`config.mk`:
```
export PLATFORM = sky130hd
export DESIGN_NAME = ild_level_detector
export DESIGN_NICKNAME = d
export VERILOG_FILES = /design/src/core/ild_pkg.sv /design/src/core/ild_sync2.sv /design/src/core/ild_srst_stretch.sv /design/src/core/ild_level_detector.sv
export SDC_FILE = /design/constraint.sdc
export NUM_CORES = 1
export LEC_CHECK = 0
export BUFFER_PORTS_ARGS = -buffer_cell sky130_fd_sc_hd__buf_2
export CAP_MARGIN = 25
export CORE_UTILIZATION = 49
export DETAILED_ROUTE_END_ITERATION = 6
export GPL_ROUTABILITY_DRIVEN = 0
export HOLD_SLACK_MARGIN = 0.03
export PLACE_DENSITY = 0.67
export SLEW_MARGIN = 20
export SYNTH_ARGS = -nofsm -noshare
export SYNTH_HDL_FRONTEND = slang
export SYNTH_SLANG_ARGS = --single-unit
```
`constraint.sdc`:
```
create_clock -name clk_sys -period 6.6 [get_ports clk_sys]
set_clock_uncertainty 0.15 [all_clocks]
set_input_delay 0.99 -clock clk_sys [delete_from_list [all_inputs] [get_ports clk_sys]]
set_output_delay 0.99 -clock clk_sys [all_outputs]
set_load 0.05 [all_outputs]
```
`src/core/ild_pkg.sv`:
```
package ild_pkg;
  // ---------------------------------------------------------------
  // Register map (word offsets are byte addresses)
  // ---------------------------------------------------------------
  localparam logic [7:0] ILD_CFG0_ADDR   = 8'h00;
  localparam logic [7:0] ILD_CFG1_ADDR   = 8'h04;
  localparam logic [7:0] ILD_START_ADDR  = 8'h08;
  localparam logic [7:0] ILD_THR_ADDR    = 8'h0c;
  localparam logic [7:0] ILD_RESET_ADDR  = 8'h10;
  localparam logic [7:0] ILD_CFG27_ADDR  = 8'h14;
  localparam logic [7:0] ILD_STATUS_ADDR = 8'h18;
  localparam logic [7:0] ILD_LVL0_ADDR   = 8'h1c;
  localparam logic [7:0] ILD_LVL1_ADDR   = 8'h20;
  localparam logic [7:0] ILD_LVL2_ADDR   = 8'h24;
  // ---------------------------------------------------------------
  // Field positions
  // ---------------------------------------------------------------
  localparam int ILD_CFG0_TWOS_BIT   = 0;
  localparam int ILD_CFG0_INTERP_BIT = 1;
  localparam int ILD_CFG0_SYNCSEL_BIT = 3;
  localparam int ILD_CFG0_ONESHOT_BIT = 4;
  localparam int ILD_CFG1_PRE_LSB    = 14;
  localparam int ILD_CFG1_PRE_MSB    = 29;
  localparam int ILD_CFG27_SYNCEN_BIT = 17;
  localparam int ILD_CFG27_LSBONE_BIT = 23;
  localparam int ILD_STAT_READY_BIT  = 0;
  localparam int ILD_STAT_RUN_BIT    = 1;
  // ---------------------------------------------------------------
  // Widths, reset values, timing
  // ---------------------------------------------------------------
  localparam int ILD_ACC_W   = 32;
  localparam int ILD_CNT_W   = 18;
  localparam int ILD_RES_W   = 23;
  localparam int ILD_SRST_CYCLES = 10;
  localparam logic [31:0] ILD_CFG_RST = 32'h0000_0000;
  localparam logic [31:0] ILD_BAD_ADDR_DATA = 32'h0000_0000;
  typedef enum logic [1:0] {
    ILD_IDLE = 2'b00,
    ILD_RUN  = 2'b01,
    ILD_DONE = 2'b11
  } ild_state_t;
endpackage

```
`src/core/ild_sync2.sv`:
```
`timescale 1ns/10ps
module ild_sync2 (
  input  wire logic clk,
  input  wire logic rst,
  input  wire logic ce,
  input  wire logic d,
  output logic      q
);
  logic meta_q;
  always_ff @(posedge clk) begin
    if (rst) begin
      meta_q <= 1'b0;
      q      <= 1'b0;
    end else if (ce) begin
      meta_q <= d;
      q      <= meta_q;
    end
  end
endmodule // ild_sync2

```
`src/core/ild_srst_stretch.sv`:
```
`timescale 1ns/10ps
module ild_srst_stretch
  import ild_pkg::*;
#(
  parameter int CYCLES = ILD_SRST_CYCLES
) (
  input  wire logic clk,
  input  wire logic rst,
  input  wire logic ce,
  input  wire logic trig,
  output logic      srst
);
  logic [4:0] cnt_q;
  always_ff @(posedge clk) begin
    if (rst) begin
      cnt_q <= 5'h00;
      srst  <= 1'b0;
    end else if (ce) begin
      if (trig) begin
        cnt_q <= 5'(CYCLES - 1);
        srst  <= 1'b1;
      end else if (cnt_q != 5'h00) begin
        cnt_q <= cnt_q - 5'h01;
      end else begin
        srst  <= 1'b0;
      end
    end
  end
endmodule // ild_srst_stretch

```
`src/core/ild_level_detector.sv`:
```
// Added by the designer: the Wishbone register port and the register addresses.
`timescale 1ns/10ps
// Function
// - Offset binary or two's complement input selectable
// - Gated mode takes sample when enable high
// - Interpolated mode zero-stuffs to clock rate
// - Rectify sample, add signed programmed threshold
// - Sum in 32-bit accumulator
// - 18-bit down-counter counts integration samples
// - Only upper 16 preload bits writable
// - Continuous or count-once-and-stop counter modes
// - Continuous mode latches at zero, then reloads
// - Sync enable bit lets sync restart integration
// - Start register write starts counter anytime
// - At zero, copy upper 23 accumulator bits
// - Start write never latches the accumulator
// - Each latch sets result-ready status flag
// - Reading level MSB byte clears ready flag
// - Result shown as three byte registers
// - Bit selects ones or zeros preload LSBs
// - Software reset stretched to ten cycles
// - Config bit selects sync output clock
module ild_level_detector
  import ild_pkg::*;
#(
  parameter int IN_W = 14
) (
  input  wire logic            clk_sys,
  input  wire logic            rst,
  input  wire logic            ce,
  input  wire logic [IN_W-1:0] sample_in,
  input  wire logic            input_sample_enable,
  input  wire logic            front_sync_input,
  input  wire logic            sync_req,
  input  wire logic            wb_cyc_i,
  input  wire logic            wb_stb_i,
  input  wire logic            wb_we_i,
  input  wire logic [7:0]      wb_adr_i,
  input  wire logic [3:0]      wb_sel_i,
  input  wire logic [31:0]     wb_dat_i,
  output logic [31:0]          wb_dat_o,
  output logic                 wb_ack_o,
  output logic                 sync_output_pin,
  output logic                 sync_on_back_end,
  output logic                 front_reset,
  output logic                 result_ready
);
  // ---------------------------------------------------------------
  // Pin synchronisers
  // ---------------------------------------------------------------
  logic ena_s, fsync_s, fsync_d_q;
  logic [IN_W-1:0] smp_m_q, smp_q;
  ild_sync2 u_sync_ena (
    .clk (clk_sys),
    .rst (rst),
    .ce  (ce),
    .d   (input_sample_enable),
    .q   (ena_s)
  );
  ild_sync2 u_sync_fs (
    .clk (clk_sys),
    .rst (rst),
    .ce  (ce),
    .d   (front_sync_input),
    .q   (fsync_s)
  );
  // Data bus is sampled twice as well so it stays aligned with enable
  always_ff @(posedge clk_sys) begin
    if (rst) begin
      smp_m_q   <= '0;
      smp_q     <= '0;
      fsync_d_q <= 1'b0;
    end else if (ce) begin
      smp_m_q   <= sample_in;
      smp_q     <= smp_m_q;
      fsync_d_q <= fsync_s;
    end
  end
  wire fsync_rise = fsync_s & ~fsync_d_q;

  // ---------------------------------------------------------------
  // Bus slave
  // ---------------------------------------------------------------
  logic [31:0] cfg0_q, cfg1_q, thr_q, cfg27_q;
  logic        ready_q;
  logic [ILD_RES_W-1:0] hold_q;
  ild_state_t  st_q;
  wire bus_req = wb_cyc_i & wb_stb_i & ~wb_ack_o;
  wire wr = bus_req & wb_we_i;
  wire rd = bus_req & ~wb_we_i;
  wire start_wr = wr & (wb_adr_i == ILD_START_ADDR);
  wire srst_wr  = wr & (wb_adr_i == ILD_RESET_ADDR);
  wire msb_rd   = rd & (wb_adr_i == ILD_LVL2_ADDR);
  logic srst;

  function automatic logic [31:0] merge(input logic [31:0] old, input logic [31:0] nw,
                                        input logic [3:0] sel);
    logic [31:0] r;
    r = old;
    for (int i = 0; i < 4; i++) begin
      if (sel[i]) begin
        r[8*i +: 8] = nw[8*i +: 8];
      end
    end
    return r;
  endfunction

  always_ff @(posedge clk_sys) begin
    if (rst) begin
      cfg0_q  <= ILD_CFG_RST;
      cfg1_q  <= ILD_CFG_RST;
      thr_q   <= ILD_CFG_RST;
      cfg27_q <= ILD_CFG_RST;
    end else if (ce && wr) begin
      case (wb_adr_i)
        ILD_CFG0_ADDR:  cfg0_q  <= merge(cfg0_q, wb_dat_i, wb_sel_i);
        ILD_CFG1_ADDR:  cfg1_q  <= merge(cfg1_q, wb_dat_i, wb_sel_i);
        ILD_THR_ADDR:   thr_q   <= merge(thr_q, wb_dat_i, wb_sel_i);
        ILD_CFG27_ADDR: cfg27_q <= merge(cfg27_q, wb_dat_i, wb_sel_i);
        default: ;
      endcase
    end
  end

  always_ff @(posedge clk_sys) begin
    if (rst) begin
      wb_ack_o <= 1'b0;
      wb_dat_o <= 32'h0000_0000;
    end else if (ce) begin
      wb_ack_o <= bus_req;
      if (rd) begin
        case (wb_adr_i)
          ILD_CFG0_ADDR:   wb_dat_o <= cfg0_q;
          ILD_CFG1_ADDR:   wb_dat_o <= cfg1_q;
          ILD_THR_ADDR:    wb_dat_o <= thr_q;
          ILD_CFG27_ADDR:  wb_dat_o <= cfg27_q;
          ILD_STATUS_ADDR: wb_dat_o <= {30'h0, st_q == ILD_RUN, ready_q};
          ILD_LVL0_ADDR:   wb_dat_o <= {24'h0, hold_q[7:0]};
          ILD_LVL1_ADDR:   wb_dat_o <= {24'h0, hold_q[15:8]};
          ILD_LVL2_ADDR:   wb_dat_o <= {24'h0, hold_q[22:16], 1'b0};
          default:         wb_dat_o <= ILD_BAD_ADDR_DATA;
        endcase
      end else begin
        wb_dat_o <= 32'h0000_0000;
      end
    end
  end

  // ---------------------------------------------------------------
  // Software reset and sync output
  // ---------------------------------------------------------------
  ild_srst_stretch #(.CYCLES(ILD_SRST_CYCLES)) u_srst (
    .clk  (clk_sys),
    .rst  (rst),
    .ce   (ce),
    .trig (srst_wr),
    .srst (srst)
  );

  always_ff @(posedge clk_sys) begin
    if (rst) begin
      front_reset      <= 1'b0;
      sync_output_pin  <= 1'b0;
      sync_on_back_end <= 1'b0;
    end else if (ce) begin
      front_reset      <= srst;
      // Back-end domain is outside this block; flag tells it to take over
      sync_on_back_end <= cfg0_q[ILD_CFG0_SYNCSEL_BIT];
      sync_output_pin  <= sync_req & ~cfg0_q[ILD_CFG0_SYNCSEL_BIT];
    end
  end

  // ---------------------------------------------------------------
  // Sample front end
  // ---------------------------------------------------------------
  logic signed [IN_W-1:0] smp_tc;
  logic                   smp_vld;
  logic signed [IN_W:0]   mag;
  logic signed [ILD_ACC_W-1:0] term;
  always_comb begin
    smp_tc = cfg0_q[ILD_CFG0_TWOS_BIT] ? smp_q
             : {~smp_q[IN_W-1], smp_q[IN_W-2:0]};
    // Interpolated: every clock counts, non-enabled clocks carry zero
    smp_vld = cfg0_q[ILD_CFG0_INTERP_BIT] ? 1'b1 : ena_s;
    if (cfg0_q[ILD_CFG0_INTERP_BIT] && !ena_s) begin
      smp_tc = '0;
    end
    mag  = smp_tc[IN_W-1] ? -{smp_tc[IN_W-1], smp_tc} : {smp_tc[IN_W-1], smp_tc};
    term = ILD_ACC_W'(mag) + $signed(thr_q);
  end

  // ---------------------------------------------------------------
  // Integration control
  // ---------------------------------------------------------------
  logic [ILD_CNT_W-1:0] cnt_q, preload;
  logic [ILD_ACC_W-1:0] acc_q;
  logic [ILD_ACC_W-1:0] acc_sum;
  // The sample that expires the count still belongs to the period
  assign acc_sum = acc_q + term;
  wire oneshot = cfg0_q[ILD_CFG0_ONESHOT_BIT];
  wire restart = start_wr | (fsync_rise & cfg27_q[ILD_CFG27_SYNCEN_BIT]);
  // relies on software; the low preload bits are fixed here
  assign preload = {cfg1_q[ILD_CFG1_PRE_MSB:ILD_CFG1_PRE_LSB],
                    {2{cfg27_q[ILD_CFG27_LSBONE_BIT]}}};
  wire expire = (st_q == ILD_RUN) && smp_vld && (cnt_q == 18'h00001);

  always_ff @(posedge clk_sys) begin
    if (rst || srst) begin
      st_q  <= ILD_IDLE;
      cnt_q <= '0;
    end else if (ce) begin
      case (st_q)
        ILD_IDLE, ILD_DONE: begin
          if (restart) begin
            st_q  <= ILD_RUN;
            cnt_q <= preload;
          end
        end
        ILD_RUN: begin
          if (restart) begin
            cnt_q <= preload;
          end else if (smp_vld) begin
            if (expire) begin
              cnt_q <= preload;
              st_q  <= oneshot ? ILD_DONE : ILD_RUN;
            end else begin
              cnt_q <= cnt_q - 18'h00001;
            end
          end
        end
        default: st_q <= ILD_IDLE;
      endcase
    end
  end

  always_ff @(posedge clk_sys) begin
    if (rst || srst) begin
      acc_q <= '0;
    end else if (ce) begin
      if (restart || expire) begin
        acc_q <= '0;
      end else if (st_q == ILD_RUN && smp_vld) begin
        acc_q <= acc_sum;
      end
    end
  end

  // Restart wins over expiry so a start write never latches
  always_ff @(posedge clk_sys) begin
    if (rst || srst) begin
      hold_q  <= '0;
      ready_q <= 1'b0;
    end else if (ce) begin
      if (expire && !restart) begin
        hold_q  <= acc_sum[ILD_ACC_W-1 -: ILD_RES_W];
        ready_q <= 1'b1;
      end else if (msb_rd) begin
        ready_q <= 1'b0;
      end
    end
  end

  always_ff @(posedge clk_sys) begin
    if (rst) begin
      result_ready <= 1'b0;
    end else if (ce) begin
      result_ready <= ready_q;
    end
  end
endmodule // ild_level_detector

```
==> flow_summary.toml <==
[run_status]
status = "finished, violations left"
violations = "design-rule violations"

[critical_path]
crit_type = "register to register"
crit_path_max_incr_delay_ns = 0.69
cp-start-kind = "register"
end_kind = "register"
crit_path_cell_trace = "nand2b_1, nand2_1, ha_1, a31oi_1, o21bai_1, xor2_1, fa_1, inv_1, ha_1, nand4_1, nor2_1, a21oi_1, o31ai_1, a21boi_0, a21oi_1, xnor2_1, o21ai_0"
crit_arrival_ns = 5.43
path_buf_inv = 1
cp_max_fo = 13
cpLargestDelayFamily = "compound AO/OA/AOI/OAI gates"
critPathRequiredTime_ns = 6.88
crit_slowest_cell = "o31ai_1"

[cells_and_area]
fin_nets = 1983
multi_input_area_um2 = 8060
utilization = 0.565
final-seq-area_um2 = 5610
synthToLayoutAreaGrowth_pct = 13.4
drive_gt1_frac = 0.106
fillers = 2677

[synthesis]
synth_edf_count = 0
async_flop_share = 0
yosysTopAreaCell = "dfxtp_1"
syn_area_um2 = 14300
synth_top_area_share = 0.392
ys_types = 72
ys.flop_type = "dfxtp_1"
avgSynthCellArea_um2 = 8.05
ys_seq_area_frac = 0.392
yosysWarnings = 0
synth_most_common_cell = "dfxtp_1"
synth_commonest_cells = "280 x dfxtp_1, 261 x nand2_1, 210 x a21oi_1"
syn_inst = 1779
ys_ff_latch = 280
synth_area_leaders = "dfxtp_1 39%, a21oi_1 7.3%, o21ai_0 7.0%"

[timing]
fmax_mhz = 194
finalCritPeriodShare = 0.781
finalSetupViolations = 0
slew_headroom = 0.343
setup_ws_ns = 1.45
drv_slew = 0
period_minus_slack_ns = 5.15
finalHoldViolCount = 0
worst_slew_pin_slew_ns = 0.982
grt_setup_unrepaired = "false"
tns_ns = 0

[clocking]
post-cts-setup-buffers = 0
cts_resized = 0
numCtsBuffers = 30
clk_path_buf_depth = 3
htree_levels = 1
clock-root-buffer = "clkbuf_16"
clk_latency_ns = 0.59
cts.sinks = 280
ctsHoldBuffers = 0
tritoncts = "built"
clk_pin_slew_ns = 0.06

[floorplan]
io_pins = 104
initial_core_util = 0.499
core_area_um2 = 28700
die_h_um = 173
die-area_um2 = 29900
die_width_um = 173
rows = 62

[global_route]
antenna_found_initial = 1
grt_pass1_wl_mm = 71.4
overflow = 0
grt_max_degree = 95
grt.total_usage = 0.299
grt_pass1_vias = 12700

[placed_design]
place_hpwl_mm = 32.0
pre_cts_ws_ns = 1.67
port-buffer-count = 103

[detailed_routing]
drt_iter0_drc = 1533
vias_per_cell = 6.01
wl_per_cell_um = 20.1
first_pass_iters = 7
ant_nets = 0
drc = 2
wl_mm = 45.4
via_count = 13600

[power_and_ir_drop]
p_per_area_nw_per_um2 = 239
leakage_nw = 6.14
finalPower_w = 0.00388
ir_drop_mv = 0.370

[hold_path]
worstHoldPathType = "register to register"

[run]
drv_cap = 0
[path summary, 6_finish.rpt]
kind,slack [ns],to,cells past startpoint,startpoint
setup / recovery,1.45,hold_q[18],17,u_sync_ena.q
hold / removal,0.30,hold_q[0],2,hold_q[0]
setup reg to reg,1.45,hold_q[18],17,u_sync_ena.q
hold reg to reg,0.30,hold_q[0],2,hold_q[0]
[sequential cells by signal, indices dropped and copies added, names as in the netlist, 2 cells and up]
register      flops
acc_q            32
u_srst.cnt_q      5
cfg27_q          32
st_q              2
cfg0_q           32
cfg1_q           32
smp_m_q          14
wb_dat_o         32
thr_q            32
hold_q           23
smp_q            14
cnt_q            18
[per-layer routing]
| metal | GRT usage | wire (um) | vias up |
|---|---|---|---|
| met4 | 0.0855 | 1270 | 0 |
| li1 | - | - | 6402 |
| met3 | 0.0567 | 4500 | 84 |
| met1 | 0.435 | 20000 | 6470 |
| met5 | 0 | 0 | - |
| met2 | 0.448 | 19700 | 597 |
[tightest hold or removal path, delay by kind of cell, from the launching register on]
family	cells	cell delay (ns)
AOI/OAI and AO/OA	1	0.05
DFF	1	0.31
and+or+nand+nor	1	0.05
[cell type report]
class                   count  area share
flip-flops and latches    280       0.345
clock buffers              42      0.0533
well taps                 384      0.0296
clock inverters            13      0.0119
multi-input cells        1334       0.496
repair buffers            130      0.0468
diodes                      1    0.000154
inverters                  71      0.0164
[cells in the final DEF, fill, tap and decap left out, types with 20 or more instances in the layout]
cell type	n
inv_1	70
buf_2	102
xnor2_1	25
mux2i_1	42
fa_1	32
o21ai_0	201
nor2_1	163
a22oi_1	98
nand3_1	20
a21oi_1	209
ha_1	37
buf_4	24
dfxtp_1	280
a22o_1	23
clkbuf_16	30
nand2_1	261
[stage by stage]
stage	hold slack (ns)	instances	instance area, um^2
final	0.303	2255	16200
after global routing	0.324	2254	16200
after CTS	0.303	2251	16200
after detailed placement	0.295	2196	15100
after global placement	0.289	2195	15100
after floorplan	0.275	1795	14400
[cell families (layout without fill, tap and decap cells)]
family,Yosys count,in the layout,share of synthesized area
simple gates,537,537,0.164
mux,43,43,0.0304
xor+xnor,40,40,0.0245
compound gates,628,628,0.262
flops,280,280,0.392
buf+inv,181,256,0.0505
other cells,1,18,0.000262
fa+ha+maj,69,69,0.0771
[power by group]
group          switching (W)  total (W)  internal [W]
Combinational       0.000231   0.000358      0.000128
Clock               0.000716    0.00179       0.00107
Sequential         0.0000204    0.00173       0.00171
Power figures use the tool's default switching activity.
